==> config.mk <==
export PLATFORM = sky130hd
export DESIGN_NAME = osc_ctrl
export DESIGN_NICKNAME = d
export VERILOG_FILES = /design/src/hw/osc_pkg.sv /design/src/hw/osc_div.sv /design/src/hw/osc_ctrl.sv
export VERILOG_INCLUDE_DIRS = /design/src /design/src/hw
export SDC_FILE = /design/constraint.sdc
export NUM_CORES = 1
export LEC_CHECK = 0
export ABC_AREA = 1
export ABC_CLOCK_PERIOD_IN_PS = 2029
export BUFFER_PORTS_ARGS = -buffer_cell sky130_fd_sc_hd__buf_2
export CORE_MARGIN = 2
export CORE_UTILIZATION = 55
export DETAILED_ROUTE_END_ITERATION = 8
export HOLD_SLACK_MARGIN = 0.03
export PLACE_DENSITY = 0.79
export SLEW_MARGIN = 25
export SYNTH_ARGS = -nofsm -noshare
export SYNTH_HDL_FRONTEND = slang
export SYNTH_SLANG_ARGS = --single-unit
==> constraint.sdc <==
create_clock -name sys_clk -period 2.03 [get_ports sys_clk]
set_input_delay 0 -clock sys_clk [delete_from_list [all_inputs] [get_ports sys_clk]]
set_output_delay 0 -clock sys_clk [all_outputs]
set_load 0.02 [all_outputs]
==> src/hw/osc_cfg.svh <==
`ifndef OSC_CFG_SVH
`define OSC_CFG_SVH
`define OSC_CTRL_ADDR 8'hA9
`define OSC_BIT_EN 7
`define OSC_BIT_RDY 6
`define OSC_BIT_SUSP 5
`define OSC_BIT_SYNC 4
`define OSC_BIT_SSE 3
`define OSC_BIT_UNUSED 2
`define OSC_CTRL_RESET 8'hC0
`define OSC_CTRL_WMASK 8'hAB
`define OSC_SETTLE_NS 1000
`define OSC_SETTLE_CYC ((`OSC_SETTLE_NS + 99) / 100)
`define OSC_SYNC_TCLKS 3
`define OSC_SS_PERIOD 384
`define OSC_SS_STEP 32
`define OSC_SS_STEPS 12
`define OSC_SRC_INT 3'h0
`define OSC_SRC_EXT 3'h1
`define OSC_XMODE_OFF 3'h0
`define OSC_XMODE_XTAL_LO 3'h6
`endif

==> src/hw/osc_pkg.sv <==
package osc_pkg;
  typedef enum logic [1:0] {
    OSC_OFF = 2'b00,
    OSC_SETTLE = 2'b01,
    OSC_RUN = 2'b10,
    OSC_SUSP = 2'b11
  } osc_state_e;
  typedef struct packed {
    logic en;
    logic susp;
    logic spread_spectrum_enable;
    logic [1:0] div;
  } osc_ctrl_s;
  typedef struct packed {
    logic a_oe;
    logic b_oe;
    logic a_is_osc;
    logic b_is_osc;
  } osc_pins_s;
endpackage

==> src/hw/osc_div.sv <==
`timescale 1ns/10ps
`default_nettype none
module osc_div #(
  parameter int W = 3
) (
  input wire logic sys_clk,
  input wire logic rst,
  input wire logic run,
  input wire logic [W-1:0] limit,
  output logic tick
);
  logic [W-1:0] cnt_r;
  always_ff @(posedge sys_clk) begin
    if (rst || !run) begin
      cnt_r <= '0;
    end else if (cnt_r >= limit) begin
      cnt_r <= '0;
    end else begin
      cnt_r <= cnt_r + W'(1);
    end
  end
  assign tick = run && (cnt_r >= limit);
endmodule
`default_nettype wire

==> src/hw/osc_ctrl.sv <==
`timescale 1ns/10ps
`default_nettype none
`include "osc_cfg.svh"
module osc_ctrl #(
  parameter int SETTLE = `OSC_SETTLE_CYC
) (
  input wire logic sys_clk,
  input wire logic rst,
  input wire logic [7:0] sfr_addr,
  input wire logic [7:0] sfr_wdata,
  input wire logic sfr_wr,
  input wire logic sfr_rd,
  input wire logic wake_event,
  input wire logic wake_from_timer,
  input wire logic timer_clk_pin,
  input wire logic [2:0] clock_source_select,
  input wire logic [2:0] ext_osc_mode,
  input wire logic ext_osc_clk_pin,
  output logic [7:0] sfr_rdata,
  output logic int_osc_running,
  output logic int_osc_freq_ready,
  output logic wake_timer_sync_busy,
  output logic sys_clock_net,
  output logic [3:0] dither_step,
  output logic crystal_pin_a_claim,
  output logic crystal_pin_b_claim
);
  typedef struct packed {
    osc_pkg::osc_ctrl_s ctl;
    osc_pkg::osc_state_e st;
    logic [7:0] settle;
    logic rdy;
    logic [1:0] sync_cnt;
    logic busy;
    logic [4:0] step_cnt;
    logic [3:0] tri_pos;
    logic tri_up;
    logic [3:0] dith;
    logic clk_out;
    logic [7:0] rdata;
    logic [2:0] tsync;
    logic [1:0] xsync;
    logic pa;
    logic pb;
  } osc_regs_s;
  osc_regs_s s_r;
  osc_regs_s s_nxt;
  logic osc_on;
  logic div_tick;
  logic [2:0] div_lim;
  logic tclk_rise;
  logic src_int;
  logic ctl_wr;
  assign ctl_wr = sfr_wr && (sfr_addr == `OSC_CTRL_ADDR);
  assign osc_on = (s_r.st == osc_pkg::OSC_SETTLE) || (s_r.st == osc_pkg::OSC_RUN);
  assign src_int = (clock_source_select == `OSC_SRC_INT);
  always_comb begin
    case (s_r.ctl.div)
      2'b00: div_lim = 3'h7;
      2'b01: div_lim = 3'h3;
      2'b10: div_lim = 3'h1;
      default: div_lim = 3'h0;
    endcase
  end
  osc_div #(.W(3)) u_div (
    .sys_clk(sys_clk),
    .rst(rst),
    .run(osc_on),
    .limit(div_lim),
    .tick(div_tick)
  );
  assign tclk_rise = s_r.tsync[1] && !s_r.tsync[2];
  always_comb begin
    s_nxt = s_r;
    s_nxt.tsync = {s_r.tsync[1:0], timer_clk_pin};
    s_nxt.xsync = {s_r.xsync[0], ext_osc_clk_pin};
    if (ctl_wr) begin
      s_nxt.ctl.en = sfr_wdata[`OSC_BIT_EN];
      s_nxt.ctl.spread_spectrum_enable = sfr_wdata[`OSC_BIT_SSE];
      s_nxt.ctl.div = sfr_wdata[1:0];
      if (sfr_wdata[`OSC_BIT_SUSP]) begin
        s_nxt.ctl.susp = 1'b1;
      end
    end
    if (s_r.busy && tclk_rise) begin
      s_nxt.sync_cnt = s_r.sync_cnt + 2'h1;
      if (32'(s_r.sync_cnt) + 1 >= `OSC_SYNC_TCLKS) begin
        s_nxt.busy = 1'b0;
      end
    end
    case (s_r.st)
      osc_pkg::OSC_OFF: begin
        if (s_r.ctl.en) begin
          s_nxt.st = osc_pkg::OSC_SETTLE;
          s_nxt.settle = '0;
        end
      end
      osc_pkg::OSC_SETTLE: begin
        s_nxt.settle = s_r.settle + 8'h01;
        if (!s_r.ctl.en) begin
          s_nxt.st = osc_pkg::OSC_OFF;
        end else if (s_r.ctl.susp) begin
          s_nxt.st = osc_pkg::OSC_SUSP;
        end else if (32'(s_r.settle) + 1 >= SETTLE) begin
          s_nxt.st = osc_pkg::OSC_RUN;
        end
      end
      osc_pkg::OSC_RUN: begin
        if (!s_r.ctl.en) begin
          s_nxt.st = osc_pkg::OSC_OFF;
        end else if (s_r.ctl.susp) begin
          s_nxt.st = osc_pkg::OSC_SUSP;
        end
      end
      default: begin
        if (wake_event) begin
          s_nxt.ctl.susp = ctl_wr && sfr_wdata[`OSC_BIT_SUSP];
          s_nxt.st = osc_pkg::OSC_SETTLE;
          s_nxt.settle = '0;
          if (!wake_from_timer) begin
            s_nxt.busy = 1'b1;
            s_nxt.sync_cnt = '0;
          end
        end
      end
    endcase
    s_nxt.rdy = (s_r.st == osc_pkg::OSC_RUN) && s_r.ctl.en && !s_r.ctl.susp;
    if (osc_on && s_r.ctl.spread_spectrum_enable) begin
      if (s_r.step_cnt == 5'(`OSC_SS_STEP - 1)) begin
        s_nxt.step_cnt = '0;
        if (s_r.tri_up) begin
          s_nxt.tri_pos = s_r.tri_pos + 4'h1;
          if (32'(s_r.tri_pos) + 1 >= `OSC_SS_STEPS / 2) begin
            s_nxt.tri_up = 1'b0;
          end
        end else begin
          s_nxt.tri_pos = s_r.tri_pos - 4'h1;
          if (s_r.tri_pos == 4'h1) begin
            s_nxt.tri_up = 1'b1;
          end
        end
      end else begin
        s_nxt.step_cnt = s_r.step_cnt + 5'h01;
      end
      s_nxt.dith = s_r.tri_pos;
    end else begin
      s_nxt.step_cnt = '0;
      s_nxt.tri_pos = '0;
      s_nxt.tri_up = 1'b1;
      s_nxt.dith = '0;
    end
    if (src_int) begin
      s_nxt.clk_out = div_tick ? ~s_r.clk_out : s_r.clk_out;
    end else if (clock_source_select == `OSC_SRC_EXT) begin
      s_nxt.clk_out = s_r.xsync[1];
    end else begin
      s_nxt.clk_out = 1'b0;
    end
    s_nxt.pa = (ext_osc_mode >= `OSC_XMODE_XTAL_LO);
    s_nxt.pb = (ext_osc_mode != `OSC_XMODE_OFF);
    s_nxt.rdata = '0;
    if (sfr_rd && sfr_addr == `OSC_CTRL_ADDR) begin
      s_nxt.rdata[`OSC_BIT_EN] = s_r.ctl.en;
      s_nxt.rdata[`OSC_BIT_RDY] = s_r.rdy;
      s_nxt.rdata[`OSC_BIT_SUSP] = s_r.ctl.susp;
      s_nxt.rdata[`OSC_BIT_SYNC] = s_r.busy;
      s_nxt.rdata[`OSC_BIT_SSE] = s_r.ctl.spread_spectrum_enable;
      s_nxt.rdata[`OSC_BIT_UNUSED] = 1'b0;
      s_nxt.rdata[1:0] = s_r.ctl.div;
    end
  end
  always_ff @(posedge sys_clk) begin
    if (rst) begin
      s_r <= '0;
      s_r.ctl.en <= 1'b1;
      s_r.st <= osc_pkg::OSC_RUN;
      s_r.rdy <= 1'b1;
      s_r.tri_up <= 1'b1;
    end else begin
      s_r <= s_nxt;
    end
  end
  assign sfr_rdata = s_r.rdata;
  assign int_osc_running = s_r.rdy;
  assign int_osc_freq_ready = s_r.rdy;
  assign wake_timer_sync_busy = s_r.busy;
  assign sys_clock_net = s_r.clk_out;
  assign dither_step = s_r.dith;
  assign crystal_pin_a_claim = s_r.pa;
  assign crystal_pin_b_claim = s_r.pb;
  property p_rdy_clear;
    @(posedge sys_clk) disable iff (rst)
      (sfr_wr && sfr_addr == `OSC_CTRL_ADDR && !sfr_wdata[`OSC_BIT_EN]) |-> ##2 !s_r.rdy;
  endproperty
  a_rdy_clear: assert property (p_rdy_clear) else $error("ready not cleared");
  property p_susp_halts;
    @(posedge sys_clk) disable iff (rst)
      (s_r.st == osc_pkg::OSC_SUSP && src_int) |=> $stable(sys_clock_net);
  endproperty
  a_susp_halts: assert property (p_susp_halts) else $error("osc runs in suspend");
  property p_zero_bit;
    @(posedge sys_clk) disable iff (rst) sfr_rdata[`OSC_BIT_UNUSED] == 1'b0;
  endproperty
  a_zero_bit: assert property (p_zero_bit) else $error("bit 2 nonzero");
  property p_nodith;
    @(posedge sys_clk) disable iff (rst) !s_r.ctl.spread_spectrum_enable |=> dither_step == 4'h0;
  endproperty
  a_nodith: assert property (p_nodith) else $error("dither while off");
  property p_busy_set;
    @(posedge sys_clk) disable iff (rst)
      (s_r.st == osc_pkg::OSC_SUSP && wake_event && !wake_from_timer) |=> s_r.busy;
  endproperty
  a_busy_set: assert property (p_busy_set) else $error("sync busy not set");
  property p_pin_a;
    @(posedge sys_clk) disable iff (rst)
      (ext_osc_mode < `OSC_XMODE_XTAL_LO) |=> !crystal_pin_a_claim;
  endproperty
  a_pin_a: assert property (p_pin_a) else $error("pin a claimed");
  property p_step;
    @(posedge sys_clk) disable iff (rst)
      ($past(osc_on) && $past(s_r.ctl.spread_spectrum_enable) && $changed(s_r.tri_pos)) |->
        $past(s_r.step_cnt) == 5'h1F;
  endproperty
  a_step: assert property (p_step) else $error("dither step early");
  property p_div1;
    @(posedge sys_clk) disable iff (rst)
      (s_r.ctl.div == 2'b11 && osc_on && src_int) |-> div_tick;
  endproperty
  a_div1: assert property (p_div1) else $error("divide by one wrong");

  property p_rdy_rise;
    @(posedge sys_clk) disable iff (rst)
      $rose(int_osc_freq_ready) |-> $past(s_r.st, 2) == osc_pkg::OSC_SETTLE;
  endproperty
  a_rdy_rise: assert property (p_rdy_rise) else $error("ready set before settle");

  property p_pin_a_on;
    @(posedge sys_clk) disable iff (rst)
      (ext_osc_mode >= `OSC_XMODE_XTAL_LO) |=> crystal_pin_a_claim;
  endproperty
  a_pin_a_on: assert property (p_pin_a_on) else $error("pin a not claimed");

  property p_pin_b_on;
    @(posedge sys_clk) disable iff (rst)
      (ext_osc_mode != `OSC_XMODE_OFF) |=> crystal_pin_b_claim;
  endproperty
  a_pin_b_on: assert property (p_pin_b_on) else $error("pin b not claimed");

  property p_pin_b_off;
    @(posedge sys_clk) disable iff (rst)
      (ext_osc_mode == `OSC_XMODE_OFF) |=> !crystal_pin_b_claim;
  endproperty
  a_pin_b_off: assert property (p_pin_b_off) else $error("pin b claimed while off");

  property p_off_clk;
    @(posedge sys_clk) disable iff (rst)
      (s_r.st == osc_pkg::OSC_OFF && src_int) |=> $stable(sys_clock_net);
  endproperty
  a_off_clk: assert property (p_off_clk) else $error("clock runs while disabled");

  property p_en_start;
    @(posedge sys_clk) disable iff (rst)
      (s_r.st == osc_pkg::OSC_OFF && s_r.ctl.en) |=> s_r.st == osc_pkg::OSC_SETTLE;
  endproperty
  a_en_start: assert property (p_en_start) else $error("enable did not start osc");

  property p_tri_max;
    @(posedge sys_clk) disable iff (rst) dither_step <= 4'(`OSC_SS_STEPS / 2);
  endproperty
  a_tri_max: assert property (p_tri_max) else $error("dither beyond triangle peak");

  property p_ext_src;
    @(posedge sys_clk) disable iff (rst)
      (clock_source_select == `OSC_SRC_EXT) |=> sys_clock_net == $past(s_r.xsync[1]);
  endproperty
  a_ext_src: assert property (p_ext_src) else $error("external source not passed");

  property p_rsv_src;
    @(posedge sys_clk) disable iff (rst)
      (clock_source_select > `OSC_SRC_EXT) |=> !sys_clock_net;
  endproperty
  a_rsv_src: assert property (p_rsv_src) else $error("reserved source drives clock");

  property p_timer_wake;
    @(posedge sys_clk) disable iff (rst)
      (s_r.st == osc_pkg::OSC_SUSP && wake_event && wake_from_timer && !s_r.busy) |=>
        !s_r.busy;
  endproperty
  a_timer_wake: assert property (p_timer_wake) else $error("busy set on timer wake");

  property p_rd_rdy;
    @(posedge sys_clk) disable iff (rst)
      (sfr_rd && sfr_addr == `OSC_CTRL_ADDR) |=> sfr_rdata[`OSC_BIT_RDY] == $past(s_r.rdy);
  endproperty
  a_rd_rdy: assert property (p_rd_rdy) else $error("ready readback wrong");
endmodule
`default_nettype wire

==> flow_metrics.env <==
export IMPL_ys_top_cells_by_area="dfxtp_1, nand2_1, ha_1"
export IMPL_status="complete, no violations"
export IMPL_htreeDepth=2
export IMPL_synth_top_area_cell="dfxtp_1"
export IMPL_vias=2184
export IMPL_ff2ff_setup_slack_ps=330
export IMPL_die_height_um=71.2
export IMPL_ios=48
export IMPL_fmax_ghz=0.590
export IMPL_internal_power_mw=1.64
export IMPL_cts_root_buf="clkbuf_8"
export IMPL_ys_seq_area_share_pct=41.1
export IMPL_cp_required_ps=2280
export IMPL_endpoint="s_r[22]"
export IMPL_grt_usage_pct=20.6
export IMPL_routed_wl_um=4770
export IMPL_finalWeightedCongestion=0.935
export IMPL_area_delta_synth_final_pct=17.7
export IMPL_grt_max_degree=21
export IMPL_drive_gt1_share_pct=16.4
export IMPL_drv_slew=0
export IMPL_pre_cts_ws_ps=350
export IMPL_via_per_inst=5.01
export IMPL_startpoint_type="register"
export IMPL_worst_setup_path_type="register to register"
export IMPL_wl_per_cell_um=10.9
export IMPL_whs_ps=84.3
export IMPL_hold_class="primary input to register"
export IMPL_hold_path_depth=2
export IMPL_clkPwrFrac_pct=31.2
export IMPL_grt_pass1_wl_um=8410
export IMPL_yosysUniqueCellTypes=29
export IMPL_cp_startpoint="s_r[42]"
export IMPL_switchingPower_mw=0.674
export IMPL_r2r_start="s_r[42]"
export IMPL_synth_seq_cells=51
export IMPL_clock_sinks=51
export IMPL_seqPwrFrac_pct=47.4
export IMPL_fin_nets=431
export IMPL_arrival_ps=1950
export IMPL_syn_avg_cell_area_um2=7.43
export IMPL_switching_share_pct=29.1
export IMPL_path_max_fanout=7
export IMPL_synthCells=334
export IMPL_comb_power_share_pct=21.4
export IMPL_synth_warnings=0
export IMPL_power_density_nw_per_um2=794
export IMPL_clk_pin_slew_ps=90
export IMPL_antenna_left=0
export IMPL_postCtsSetupBuffers=0
export IMPL_setup_viol=0
export IMPL_postLayoutCoreUtil_pct=67.0
export IMPL_synth_area_um2=2480
export IMPL_num_rows=24
export IMPL_antenna_found_initial=0
export IMPL_rsz0062_at_grt="false"
export IMPL_yosys_area_top_type_share_pct=41.1
export IMPL_grt_pass1_vias=2082
export IMPL_grt_ovfl_total=0
export IMPL_period_share_pct=83.5
export IMPL_syn_nets=382
export IMPL_r2r_cells=8
export IMPL_dieArea_um2=5060
export IMPL_ir_drop_mv=0.514
export IMPL_fin_worst_skew_ps=7.22
export IMPL_diodes=0
export IMPL_finalHoldViolations=0
export IMPL_cp_end_kind="register"
export IMPL_post_route_drc_count=0
export IMPL_drt_iter0_markers=73
export IMPL_cts_buffers=5
export IMPL_cts_max_path_buffers=2
export IMPL_firstDrtPassIters=4
export IMPL_drv_cap=0
export IMPL_dp_hpwl_um=3370
export IMPL_setup_tns_ps=0
export IMPL_start_util_pct=57.0
export IMPL_port_buffer_count=43
export IMPL_timing_rr_end="s_r[22]"
export IMPL_die_x_um=71.2
export IMPL_cts_tree="yes"
export IMPL_layout_setup_ws_ps=334
export IMPL_p_leak_nw=1.36
export IMPL_coreArea_um2=4350
export IMPL_clk_latency_ps=300
export IMPL_fin_crit_ps=1700
[cells in the final DEF (no fill, tap or decap), types with 2 or more instances in the layout]
master          n
inv_1          49
nand2_2         3
nand3_1        17
o211ai_1        4
buf_2          43
xor2_1          2
clkbuf_8        6
nor4_1          3
nand3b_1        2
dlygate4sd3_1  16
a21oi_1        26
xnor2_1         3
o21ai_0        13
nor3_1          3
dfxtp_1        51
ha_1           18
nor2_1         45
o21ai_1         2
nor2_2          2
inv_2           2
nand3_2         3
nand2_1        62
[routing by layer]
layer | GRT usage [%] | wire length (µm)
met1 | 23.4 | 2120
met2 | 37.1 | 2350
met3 | 4.99 | 225
met4 | 7.76 | 69
met5 | 0 | 0
[worst min-delay path by stage]
stage / from / to / slack [ps]
2_1_floorplan: ext_osc_clk_pin / s_nxt[3] / 110
3_3_place_gp: timer_clk_pin / s_nxt[5] / 210
3_5_place_dp: sfr_wdata[7] / s_r[48] / 220
4_1_cts: sfr_wr / s_r[48] / 60
5_1_grt: sfr_wr / s_r[46] / 120
6_report: rst / s_r[6] / 80
[metrics by stage]
step / power [mW] / cells / instance area (µm²)
2_1_floorplan: 1.48 / 334 / 2480
3_3_place_gp: 1.57 / 412 / 2640
3_5_place_dp: 1.59 / 412 / 2640
4_1_cts: 2.35 / 436 / 2920
5_1_grt: 2.47 / 436 / 2920
6_report: 2.32 / 436 / 2920
[critical path, cell delays in order, from the launching register on]
cell and delay [ps]:
dfxtp_1 420, inv_1 90, ha_1 320, inv_1 80
nor3_2 270, inv_1 200, a21oi_1 140, o21ai_1 70
inv_1 50
[cell usage after synthesis]
library cell	n
nand2_1	62
dfxtp_1	51
inv_1	49
nor2_1	45
a21oi_1	26
ha_1	18
nand3_1	17
buf_4	13
o21ai_0	13
o211ai_1	4
clkbuf_1	3
nand2_2	3
nand3_2	3
nor3_1	3
nor4_1	3
xnor2_1	3
inv_2	2
nand3b_1	2
nor2_2	2
o21ai_1	2
xor2_1	2
buf_6	1
conb_1	1
nand4_1	1
nor3_2	1
nor3b_1	1
o22ai_1	1
o31ai_1	1
or2_2	1
[flip-flops by register name, indices dropped and copies added (netlist names)]
name,count
s_r,29
crystal_pin_a_claim,1
crystal_pin_b_claim,1
wake_timer_sync_busy,1
dither_step,4
u_div.cnt_r,3
s_nxt,3
sfr_rdata,7
sys_clock_net,1
int_osc_freq_ready,1
[cell type report]
type                       instances  area [µm²]
inverter                          51         191
sequential                        51        1020
timing repair buffer              59         375
clock inverter                     2        35.0
fill                             392        1440
tap                               52        65.1
clock buffer                       6        82.6
multi-input combinational        215        1150
[what timing repair did]
action / 4_1_cts / 5_1_grt
gates resized for setup: 0 / 0
hold buffers: 16 / 0
endpoints found under the hold margin: 11 / 0
[power groups by stage]
stage	Clock [mW]	Sequential [mW]	Combinational, mW
2_1_floorplan	0	1.13	0.348
3_3_place_gp	0	1.12	0.454
3_5_place_dp	0	1.12	0.471
4_1_cts	0.751	1.10	0.500
5_1_grt	0.786	1.11	0.577
6_report	0.724	1.10	0.496
[cells by family after synthesis]
kind of cell	synth area share, %
simple gates	25.3
other cells	0.151
fa+ha+maj	9.08
xor+xnor	1.77
flops	41.1
compound gates	10.0
buf+inv	12.6
No activity file was read; power rests on OpenSTA's default activity.
